[src/shared/hsi_pkg.sv]
// Purpose: Constants shared by the HDLC status and interrupt mask block.
// Assumes: One framer, byte-wide control port synchronous to mclk.
// Notes: Register offsets are the port addresses of the two registers.
//
// Contract
// - Receive packet start flag rises when the receiver sees a frame's opening byte.
// - Both HDLC byte queues are 64 deep; thresholds come from that depth.
// - Transmit half empty flag is set while transmit occupancy is below midpoint.
// - Transmit message end flag rises when a whole frame has been sent.
// - Packet start, packet end, message end stay set until status register read.
// - Each status flag is gated by its own mask bit before the interrupt.
// - Enabled flag pulls interrupt low; released when flags read and none pending.
package hsi_pkg;

    // Register addresses on the control port
    localparam logic [7:0] HSI_ADDR_FLAGS = 8'hb1;
    localparam logic [7:0] HSI_ADDR_ENABLE = 8'hb2;

    // Bit positions shared by the flag and enable registers
    localparam int HSI_BIT_RX_PKT_END = 6;
    localparam int HSI_BIT_RX_PKT_START = 5;
    localparam int HSI_BIT_RX_HALF_FULL = 4;
    localparam int HSI_BIT_RX_NOT_EMPTY = 3;
    localparam int HSI_BIT_TX_HALF_EMPTY = 2;
    localparam int HSI_BIT_TX_NOT_FULL = 1;
    localparam int HSI_BIT_TX_MSG_END = 0;
    localparam int HSI_NUM_FLAGS = 7;

    // Queue geometry; occupancy counts 0..depth inclusive
    localparam int HSI_QUEUE_DEPTH = 64;
    localparam int HSI_LEVEL_W = 7;
    localparam logic [6:0] HSI_LEVEL_FULL = 7'h40;
    localparam logic [6:0] HSI_LEVEL_HALF = 7'h20;
    localparam logic [6:0] HSI_LEVEL_EMPTY = 7'h00;

    // Reset values
    localparam logic [6:0] HSI_ENABLE_RST = 7'h00;
    localparam logic [7:0] HSI_RDATA_RST = 8'h00;

endpackage : hsi_pkg

[src/core/hsi_top.sv]
// Purpose: HDLC event flags, enable mask and active-low interrupt for one framer.
// Assumes: Control port strobes and HDLC engine events are synchronous to mclk.
// Notes: Reading the flag register clears the three latched flags; a new event
//        in the same cycle as that read survives it.
`timescale 1ns/1ns
`default_nettype none
module hsi_top
    import hsi_pkg::*;
(
    input wire logic mclk,
    input wire logic rst,
    input wire logic ce,
    input wire logic port_rd,
    input wire logic port_wr,
    input wire logic [7:0] port_addr,
    input wire logic [7:0] port_wdata,
    output logic [7:0] port_rdata,
    input wire logic rx_open_byte,
    input wire logic rx_frame_good,
    input wire logic rx_frame_fault,
    input wire logic tx_frame_sent,
    input wire logic [6:0] rx_level,
    input wire logic [6:0] tx_level,
    output logic int_n
);

    typedef struct packed {
        logic [6:0] enable;
        logic pkt_start;
        logic pkt_end;
        logic msg_end;
        logic [7:0] rdata;
        logic int_n;
    } hsi_state_s;

    hsi_state_s st_q;
    hsi_state_s st_d;

    logic lvl_rx_half;
    logic lvl_rx_ne;
    logic lvl_tx_half;
    logic lvl_tx_nf;
    logic [6:0] flag_vec;
    logic rd_flags;
    logic wr_enable;
    logic [6:0] gated;

    // Occupancy-driven flags live in their own small module
    hsi_level_flags u_level (
        .mclk(mclk),
        .rst(rst),
        .ce(ce),
        .rx_level(rx_level),
        .tx_level(tx_level),
        .rx_half_full(lvl_rx_half),
        .rx_not_empty(lvl_rx_ne),
        .tx_half_empty(lvl_tx_half),
        .tx_not_full(lvl_tx_nf)
    );

    // Address decode, used for reads, writes and read-clear
    function automatic logic hit(input logic [7:0] addr, input logic [7:0] target);
        hit = (addr == target);
    endfunction

    assign rd_flags = ce && port_rd && hit(port_addr, HSI_ADDR_FLAGS);
    assign wr_enable = ce && port_wr && hit(port_addr, HSI_ADDR_ENABLE);

    // Live view of the flag register, bit 7 always zero
    always_comb begin
        flag_vec = '0;
        flag_vec[HSI_BIT_RX_PKT_END] = st_q.pkt_end;
        flag_vec[HSI_BIT_RX_PKT_START] = st_q.pkt_start;
        flag_vec[HSI_BIT_RX_HALF_FULL] = lvl_rx_half;
        flag_vec[HSI_BIT_RX_NOT_EMPTY] = lvl_rx_ne;
        flag_vec[HSI_BIT_TX_HALF_EMPTY] = lvl_tx_half;
        flag_vec[HSI_BIT_TX_NOT_FULL] = lvl_tx_nf;
        flag_vec[HSI_BIT_TX_MSG_END] = st_q.msg_end;
    end

    // Per-flag gate; one mask bit per event source
    for (genvar g = 0; g < HSI_NUM_FLAGS; g++) begin : g_gate
        assign gated[g] = flag_vec[g] & st_q.enable[g];
    end

    // Next state; everything holds while ce is low
    always_comb begin
        st_d = st_q;
        if (ce) begin
            // Set beats clear so an event landing on the read is not lost
            st_d.pkt_start = rx_open_byte | (st_q.pkt_start & ~rd_flags);
            st_d.pkt_end = rx_frame_good | rx_frame_fault | (st_q.pkt_end & ~rd_flags);
            st_d.msg_end = tx_frame_sent | (st_q.msg_end & ~rd_flags);
            if (wr_enable) begin
                st_d.enable = port_wdata[6:0];
            end
            // Read data captured at the strobe and held until the next read
            if (port_rd) begin
                if (hit(port_addr, HSI_ADDR_FLAGS)) begin
                    st_d.rdata = {1'b0, flag_vec};
                end else if (hit(port_addr, HSI_ADDR_ENABLE)) begin
                    st_d.rdata = {1'b0, st_q.enable};
                end else begin
                    st_d.rdata = 8'h00;
                end
            end
            // Pin follows the gated flags one cycle late; a read that clears the
            // last enabled latched flag releases it on the following edge
            st_d.int_n = ~|gated;
        end
    end

    always_ff @(posedge mclk) begin
        if (rst) begin
            st_q.enable <= HSI_ENABLE_RST;
            st_q.pkt_start <= 1'b0;
            st_q.pkt_end <= 1'b0;
            st_q.msg_end <= 1'b0;
            st_q.rdata <= HSI_RDATA_RST;
            st_q.int_n <= 1'b1;
        end else begin
            st_q <= st_d;
        end
    end

    assign port_rdata = st_q.rdata;
    assign int_n = st_q.int_n;

    // Latched flags: set on the event, hold without a read, clear on a read
    // unless a new event lands in the same cycle
    AST_PKT_START_SET: assert property (@(posedge mclk) disable iff (rst)
        (ce && rx_open_byte) |=> flag_vec[HSI_BIT_RX_PKT_START])
        else $error("packet start flag missing after opening byte");

    AST_MSG_END_SET: assert property (@(posedge mclk) disable iff (rst)
        (ce && tx_frame_sent) |=> flag_vec[HSI_BIT_TX_MSG_END])
        else $error("message end flag missing after frame sent");

    AST_PKT_END_SET: assert property (@(posedge mclk) disable iff (rst)
        (ce && (rx_frame_good || rx_frame_fault)) |=> flag_vec[HSI_BIT_RX_PKT_END])
        else $error("packet end flag missing after frame end or fault");

    AST_STICKY_HOLD: assert property (@(posedge mclk) disable iff (rst)
        (ce && st_q.pkt_start && !rd_flags) |=> st_q.pkt_start)
        else $error("packet start flag dropped without a read");

    AST_PKT_END_HOLD: assert property (@(posedge mclk) disable iff (rst)
        (ce && st_q.pkt_end && !rd_flags) |=> st_q.pkt_end)
        else $error("packet end flag dropped without a read");

    AST_MSG_END_HOLD: assert property (@(posedge mclk) disable iff (rst)
        (ce && st_q.msg_end && !rd_flags) |=> st_q.msg_end)
        else $error("message end flag dropped without a read");

    AST_PKT_START_CLEAR: assert property (@(posedge mclk) disable iff (rst)
        (rd_flags && !rx_open_byte) |=> !st_q.pkt_start)
        else $error("packet start flag not cleared by flag read");

    AST_PKT_END_CLEAR: assert property (@(posedge mclk) disable iff (rst)
        (rd_flags && !rx_frame_good && !rx_frame_fault) |=> !st_q.pkt_end)
        else $error("packet end flag not cleared by flag read");

    AST_READ_CLEAR: assert property (@(posedge mclk) disable iff (rst)
        (rd_flags && !tx_frame_sent) |=> (!st_q.msg_end && (port_rdata[0] == $past(flag_vec[0]))))
        else $error("message end not cleared or not reported by flag read");

    AST_FREEZE_FLAGS: assert property (@(posedge mclk) disable iff (rst)
        (!rst && !ce) |=> ($stable(st_q.pkt_start) && $stable(st_q.pkt_end)
            && $stable(st_q.msg_end)))
        else $error("latched flag moved while clock enable low");

    // Register port: read data is captured at the strobe and then stands
    AST_WRITE_LANDS: assert property (@(posedge mclk) disable iff (rst)
        wr_enable |=> (st_q.enable == $past(port_wdata[6:0])))
        else $error("enable write did not land");

    AST_ENABLE_STABLE: assert property (@(posedge mclk) disable iff (rst)
        (!rst && !wr_enable) |=> $stable(st_q.enable))
        else $error("enable mask changed without a write");

    AST_READ_FLAGS_DATA: assert property (@(posedge mclk) disable iff (rst)
        rd_flags |=> (port_rdata == {1'b0, $past(flag_vec)}))
        else $error("flag read returned wrong data");

    AST_READ_ENABLE_DATA: assert property (@(posedge mclk) disable iff (rst)
        (ce && port_rd && port_addr == HSI_ADDR_ENABLE) |=> (port_rdata == {1'b0, $past(st_q.enable)}))
        else $error("enable read returned wrong data");

    AST_UNMAPPED_READ: assert property (@(posedge mclk) disable iff (rst)
        (ce && port_rd && port_addr != HSI_ADDR_FLAGS && port_addr != HSI_ADDR_ENABLE) |=> (port_rdata == 8'h00))
        else $error("unmapped read returned nonzero data");

    AST_RDATA_HOLD: assert property (@(posedge mclk) disable iff (rst)
        (!rst && !(ce && port_rd)) |=> $stable(port_rdata))
        else $error("read data changed without a read");

    // Interrupt pin: a flop, so each check looks one edge after its cause;
    // a cycle of latency is traded for a pin that never glitches
    AST_MASKED_QUIET: assert property (@(posedge mclk) disable iff (rst)
        (ce && ((flag_vec & st_q.enable) == 7'h00)) |=> int_n)
        else $error("interrupt asserted with no enabled flag");

    AST_ENABLED_FIRES: assert property (@(posedge mclk) disable iff (rst)
        (ce && ((flag_vec & st_q.enable) != 7'h00)) |=> !int_n)
        else $error("enabled flag did not pull interrupt low");

    AST_LOW_HAS_CAUSE: assert property (@(posedge mclk) disable iff (rst)
        !int_n |-> $past((flag_vec & st_q.enable) != 7'h00))
        else $error("interrupt low without an enabled flag behind it");

    // Level bits (mask 7'h1e) keep the pin low after a read, so they are left out
    AST_RELEASE_AFTER_READ: assert property (@(posedge mclk) disable iff (rst)
        (rd_flags && !wr_enable && ((st_q.enable & 7'h1e) == 7'h00) && !rx_open_byte
            && !rx_frame_good && !rx_frame_fault && !tx_frame_sent) ##1 ce |=> int_n)
        else $error("interrupt not released after reading latched flags");

    AST_FREEZE: assert property (@(posedge mclk) disable iff (rst)
        !ce |=> $stable(int_n) && $stable(port_rdata) && $stable(st_q.enable))
        else $error("state moved while clock enable low");

endmodule // hsi_top
`default_nettype wire

[src/core/hsi_level_flags.sv]
// Purpose: Derive the four queue-level flags from the queue occupancies.
// Assumes: Occupancy inputs come from logic on mclk, range 0..64.
// Notes: Flags are registered, so they trail the occupancy by one cycle.
`timescale 1ns/1ns
`default_nettype none
module hsi_level_flags
    import hsi_pkg::*;
(
    input wire logic mclk,
    input wire logic rst,
    input wire logic ce,
    input wire logic [6:0] rx_level,
    input wire logic [6:0] tx_level,
    output logic rx_half_full,
    output logic rx_not_empty,
    output logic tx_half_empty,
    output logic tx_not_full
);

    typedef struct packed {
        logic rx_half;
        logic rx_ne;
        logic tx_half;
        logic tx_nf;
    } hsi_lvl_s;

    hsi_lvl_s st_q;
    hsi_lvl_s st_d;

    // Thresholds follow the level, no latching
    always_comb begin
        st_d = st_q;
        if (ce) begin
            st_d.rx_half = rx_level > HSI_LEVEL_HALF;
            st_d.rx_ne = rx_level != HSI_LEVEL_EMPTY;
            st_d.tx_half = tx_level < HSI_LEVEL_HALF;
            st_d.tx_nf = tx_level < HSI_LEVEL_FULL;
        end
    end

    always_ff @(posedge mclk) begin
        if (rst) begin
            st_q <= '0;
        end else begin
            st_q <= st_d;
        end
    end

    assign rx_half_full = st_q.rx_half;
    assign rx_not_empty = st_q.rx_ne;
    assign tx_half_empty = st_q.tx_half;
    assign tx_not_full = st_q.tx_nf;

    // The sampled reset keeps the release edge out, where the flops still hold reset values
    AST_RX_HALF_THRESHOLD: assert property (@(posedge mclk) disable iff (rst)
        (!rst && ce) |=> (rx_half_full == ($past(rx_level) > HSI_LEVEL_HALF)))
        else $error("rx half full does not match occupancy above 32");

    AST_TX_HALF_THRESHOLD: assert property (@(posedge mclk) disable iff (rst)
        (!rst && ce) |=> (tx_half_empty == ($past(tx_level) < HSI_LEVEL_HALF)))
        else $error("tx half empty does not match occupancy below 32");

    AST_TX_NOT_FULL: assert property (@(posedge mclk) disable iff (rst)
        (ce && tx_level == HSI_LEVEL_FULL) |=> !tx_not_full)
        else $error("tx not full set with a full queue");

endmodule // hsi_level_flags
`default_nettype wire

[config.mk]
export PLATFORM = sky130hd
export DESIGN_NAME = hsi_top
export DESIGN_NICKNAME = d
export VERILOG_FILES = /design/src/shared/hsi_pkg.sv /design/src/core/hsi_top.sv /design/src/core/hsi_level_flags.sv
export SDC_FILE = /design/constraint.sdc
export NUM_CORES = 1
export LEC_CHECK = 0
export BUFFER_PORTS_ARGS = -buffer_cell sky130_fd_sc_hd__buf_4
export CORE_MARGIN = 2
export CORE_UTILIZATION = 43
export CTS_CLUSTER_DIAMETER = 40
export DETAILED_ROUTE_END_ITERATION = 8
export GPL_ROUTABILITY_DRIVEN = 0
export MAX_ROUTING_LAYER = met4
export PLACE_DENSITY_LB_ADDON = 0.2
export REMOVE_ABC_BUFFERS = 1
export SLEW_MARGIN = 15
export SYNTH_ARGS = -nofsm -noshare
export SYNTH_HDL_FRONTEND = slang
export SYNTH_SLANG_ARGS = --single-unit
export TNS_END_PERCENT = 100
[constraint.sdc]
create_clock -name mclk -period 0.98 [get_ports mclk]
set_input_delay 0.049 -clock mclk [delete_from_list [all_inputs] [get_ports mclk]]
set_output_delay 0.049 -clock mclk [all_outputs]
set_load 0.1 [all_outputs]
# Word level (Yosys, flattened, before mapping)
# Index checks and enable logic that the tools add are counted.
[classes]
n_bitwise = 15
order_cmp = 3
n_div = 0
reduce_logical = 9
n_mux = 2
addsub = 0
n_mul = 0
shifts = 0
eq_ne = 2
[op_table]
columns = ["operator", "n"]
rows = [
  ["$eq 8x8->1 const B", 2],
  ["$mux 7", 2],
  ["$and 1x1->1", 10],
  ["$gt 7x6->1 const B", 1],
  ["$lt 7x6->1 const B", 1],
  ["$lt 7x7->1 const B", 1],
  ["$reduce_bool 7->1", 1],
  ["$reduce_or 7->1", 1],
  ["$logic_and 1x1->1", 4],
  ["$or 1x1->1", 4],
  ["$reduce_and 2->1", 2],
  ["$logic_not 1->1", 1],
  ["$not 1->1", 1],
]
[word_totals]
latchBits = 0
register_bits = 23
ram_bits = 0
rom_bits = 0
output_inout_bits = 9
memories = 0
in_bits = 39

# Depth between registers and ports, before layout
[logic_depth]
depth_word = 5
ltp_mapped = 4

# Modules after synthesis
# A second synthesis with hierarchy kept.
[unflattened]
hier_cells = 129
hier_area_um2 = 1191.1
[modules_own_cells]
columns = ["module", "area_per_inst_um2", "seq_area_each_um2", "n_inst", "cells_each"]
rows = [
  ["hsi_top", 1028.5, 360.3, 1, 112],
  ["hsi_level_flags", 162.7, 80.1, 1, 17],
]

# Worst setup path after synthesis
# Ideal clock, no wire load.
[synth_timing]
path_type = "reg-to-reg"
startpoint = "register, netlist name int_n"
endpoint = "register, netlist name int_n"
stages_incl_launch_ff = 3
arrival_time_ps = 1151
synth_period_minus_slack_ps = 1225
required_time_ps = 906
slack_ps = -245
path_buffers = 0
cell_sequence = "dfxtp_1 -> a21oi_1 -> o21ai_0"

# Final worst setup path
[layout_timing]
startpoint = "register st_q[18] in the netlist's numbering"
endpoint = "register st_q, in the netlist port_rdata[6]"
[layout_between]
elab_chain_cells = 2
[layout_lines]
columns = ["element", "line", "text"]
rows = [
  ["start, declared", "hsi_top.sv:36", "hsi_state_s st_q;"],
  ["start signal, assigned", "hsi_top.sv:122", "st_q <= st_d;"],
  ["$mux 7", "hsi_top.sv:101", "end else if (hit(port_addr, HSI_ADDR_ENABLE)) begin"],
  ["$mux 7", "hsi_top.sv:99", "if (hit(port_addr, HSI_ADDR_FLAGS)) begin"],
]
# No other way between the ends.
# A chain may end at the register's enable or synchronous reset.

==> flow_metrics.tcl <==
set metrics [dict create \
    fin_nets 219 \
    power_frac_comb_pct 18.7 \
    worst_ep_arrival_time_ns 1.23 \
    end_kind "flip-flop" \
    grt_use_met3_pct 2.95 \
    cts_tree "yes" \
    cp.required_ns 1.23 \
    r2r-start "st_q[18]$_SDFFE_PP0P_" \
    p_leak_nw 0.742 \
    finalHoldViolCount 2 \
    finalPower_mw 1.80 \
    cp-startpoint "st_q[18]$_SDFFE_PP0P_" \
    yosysSeqAreaShare_pct 35.8 \
    hp-class "input port to flip-flop" \
    post_cts_buffers 0 \
    busiest_layer "met2" \
    drt-initial-drc-count 13 \
    synth_warnings 0 \
    setup_viol 1 \
    min_period_over_period_pct 100 \
    finalWorstSetupSlack_ns -0.00445 \
    status "complete, but fails checks" \
    netlist_instances 136 \
    final_common_cell "buf_4" \
    clkLatencyLatePin_ns 0.31 \
    grt.total_usage_pct 19.5 \
    crit_type "flip-flop to flip-flop" \
    ys_ff_latch 22 \
    slowest_stage "dfxtp_1" \
    r2r_slack_ns -0.004 \
    power.share.sequential_pct 52.3 \
    clkTransAtPathRegs_ns 0.13 \
    peakVddDrop_mv 0.752 \
    finClkSkew_ns 0.00438 \
    area_growth_syn_to_layout_pct 45.4 \
    grt_max_degree 34 \
    cts_inserted_buffers 3 \
    core_um2 2730 \
    p_int_mw 1.33 \
    crit_path_max_fanout 3 \
    drt-wirelength-per-cell_um 14.7 \
    grt_overflow_total 0 \
    die_h_um 57.5 \
    final_cells 210 \
    slowest_delay_ns 0.39 \
    start_util_pct 44.9 \
    worstRegToRegCells 3 \
    die_width_um 57.5 \
    p_clk_share_pct 29.1 \
    path_cells "and3b_1 -> o2111ai_2 -> a21oi_1" \
    grt_util_met2_pct 32.3 \
    fin_hold_ws_ns -0.0108 \
    sw_frac_of_total_pct 26.1 \
    dieArea_um2 3300 \
    antenna_found_initial 0 \
    cts_root_buffer "clkbuf_4" \
    cp-start-kind "flip-flop" \
    grt.met1_usage_pct 25.6 \
    hpwlAfterDp_mm 2.15 \
    grt_pass1_vias 1089 \
    violations "negative hold slack, negative setup slack" \
    power_density_nw_per_um2 1010 \
    rows 19 \
    postRouteAntennaNets 0 \
    drv_cap 0 \
    grt_pass1_wl_mm 4.97 \
    num_antenna_cells 0 \
    drive_gt1_share_pct 41.3 \
    reg2reg_to "port_rdata[6]$_SDFFE_PP0N_" \
    final_cell_mix "buf_4, nand2b_1, and3b_1" \
    syn_area_per_cell_um2 9.03 \
    cts_num_sinks 22 \
    final.min_clock_period_ns 0.984 \
    drt_wl_total_mm 3.10 \
    post-route-drc-count 0 \
    htree_levels 1 \
    maxSlewViolCount 0 \
    dp.cells 199 \
    synth.distinct_cells 30 \
    portBuffers 40 \
    p_switching_mw 0.471 \
    cp-endpoint "port_rdata[6]$_SDFFE_PP0N_" \
    num_vias 1132 \
    netlist_area_um2 1230 \
    fmax_mhz 1020 \
    viasPerCell 5.39 \
    io_pins 48 \
    clockBufferDepth 2 \
    drt-pass1-iter-count 4 \
]
-- Yosys cell counts --
library cell  instances  share of area, %
inv_1                 1              0.31
mux2i_1               7               5.7
nor4_1                2               1.0
clkbuf_1              8               2.4
a22oi_1               3               1.8
a211oi_1              2               1.2
dfxtp_1              22                36
nor2_1                3              0.92
or4_4                 1              0.92
o21ai_0               2              0.81
o2111ai_1             7               5.0
nor3_4                1               1.3
a21oi_1               9               3.7
o31ai_1               1              0.61
nand4bb_4             1               2.2
conb_1                1              0.31
o22ai_1               3               1.5
nand3b_1              1              0.61
buf_4                 8               4.9
buf_2                 1              0.41
nor2b_1               1              0.51
nand3_1               1              0.41
and3b_1              14                10
and2_1                1              0.51
nand4b_1              1              0.71
o32ai_2               1               1.3
nand2_1              12               3.7
nand2b_1             19               9.7
and4bb_2              1               1.0
nor3b_1               1              0.61
-- cell type report --
type,instances,area [µm²]
multi-input combinational,96,727
timing repair buffer,56,528
sequential,22,453
tap,31,38.8
inverter,1,3.75
clock buffer,4,36.3
fill,239,947
-- logic make-up (layout without fill, tap and decap cells) --
| kind of cell | Yosys count | count (layout) | synth area share (%) |
|---|---|---|---|
| AND/OR/NAND/NOR | 60 | 60 | 34.1 |
| AO/OA/AOI/OAI | 28 | 28 | 16.0 |
| flip-flops | 22 | 22 | 35.8 |
| buffers and inverters | 18 | 61 | 8.04 |
| multiplexers | 7 | 7 | 5.70 |
| other | 1 | 1 | 0.305 |
-- registers in the layout, indices dropped and copies added (netlist names) --
name	cells
port_rdata	7
st_q	7
flag_vec	3
int_n	1
u_level.rx_half_full	1
u_level.rx_not_empty	1
u_level.tx_half_empty	1
u_level.tx_not_full	1
-- worst min path at each step --
stage                                       end          start  slack, ns  depth (start not counted)
4_1_cts                flag_vec[5]$_SDFFE_PP0P_   rx_open_byte      0.001                          3
3_5_place_dp   u_level.tx_not_full$_SDFFE_PP0P_    tx_level[6]       0.25                          2
5_1_grt                   st_q[14]$_SDFFE_PP0P_  port_wdata[2]       0.01                          3
6_report                  st_q[18]$_SDFFE_PP0P_  port_wdata[6]      -0.01                          3
2_1_floorplan        port_rdata[0]$_SDFFE_PP0N_            rst       0.12                          1
3_3_place_gp   u_level.tx_not_full$_SDFFE_PP0P_    tx_level[6]       0.25                          2
-- worst max-delay path: cells and delay by family (launching register included) --
family,cells,cell delay [ns]
DFF,1,0.39
AOI/OAI and AO/OA,2,0.32
and+or+nand+nor,1,0.22
-- power by group through the flow --
stage	clock network [mW]	logic, mW	registers (mW)
after floorplan	0	0.106	0.964
after global placement	0	0.290	0.957
after detailed placement	0	0.299	0.956
after CTS	0.521	0.314	0.938
after global routing	0.564	0.365	0.947
final	0.524	0.336	0.942
-- routing by layer --
layer / part of all wire (%) / vias up
li1: - / 568
met1: 46 / 540
met2: 51 / 22
met3: 2.9 / 2
met4: 0.52 / 0
met5: 0 / -
-- per-stage QoR --
stage               worst slack, ns  setup TNS, ns  cell area, µm²  util [%]
finish                     -0.00445       -0.00445            1790      65.4
global route                -0.0553         -0.107            1790      65.4
CTS                         0.00256              0            1660      60.7
detailed placement           -0.168         -0.751            1550      56.8
global placement             -0.122         -0.384            1550      56.8
floorplan                    -0.246          -1.97            1130         -
-- repair_timing --
action / in CTS / in global routing
hold endpoints to repair: 4 / 3
gates resized for setup: 8 / 27
pin swaps: 0 / 4
hold buffers: 4 / 3
endpoints found under the setup margin: 8 / 13
Note: power is estimated with default switching activity, not from simulation.
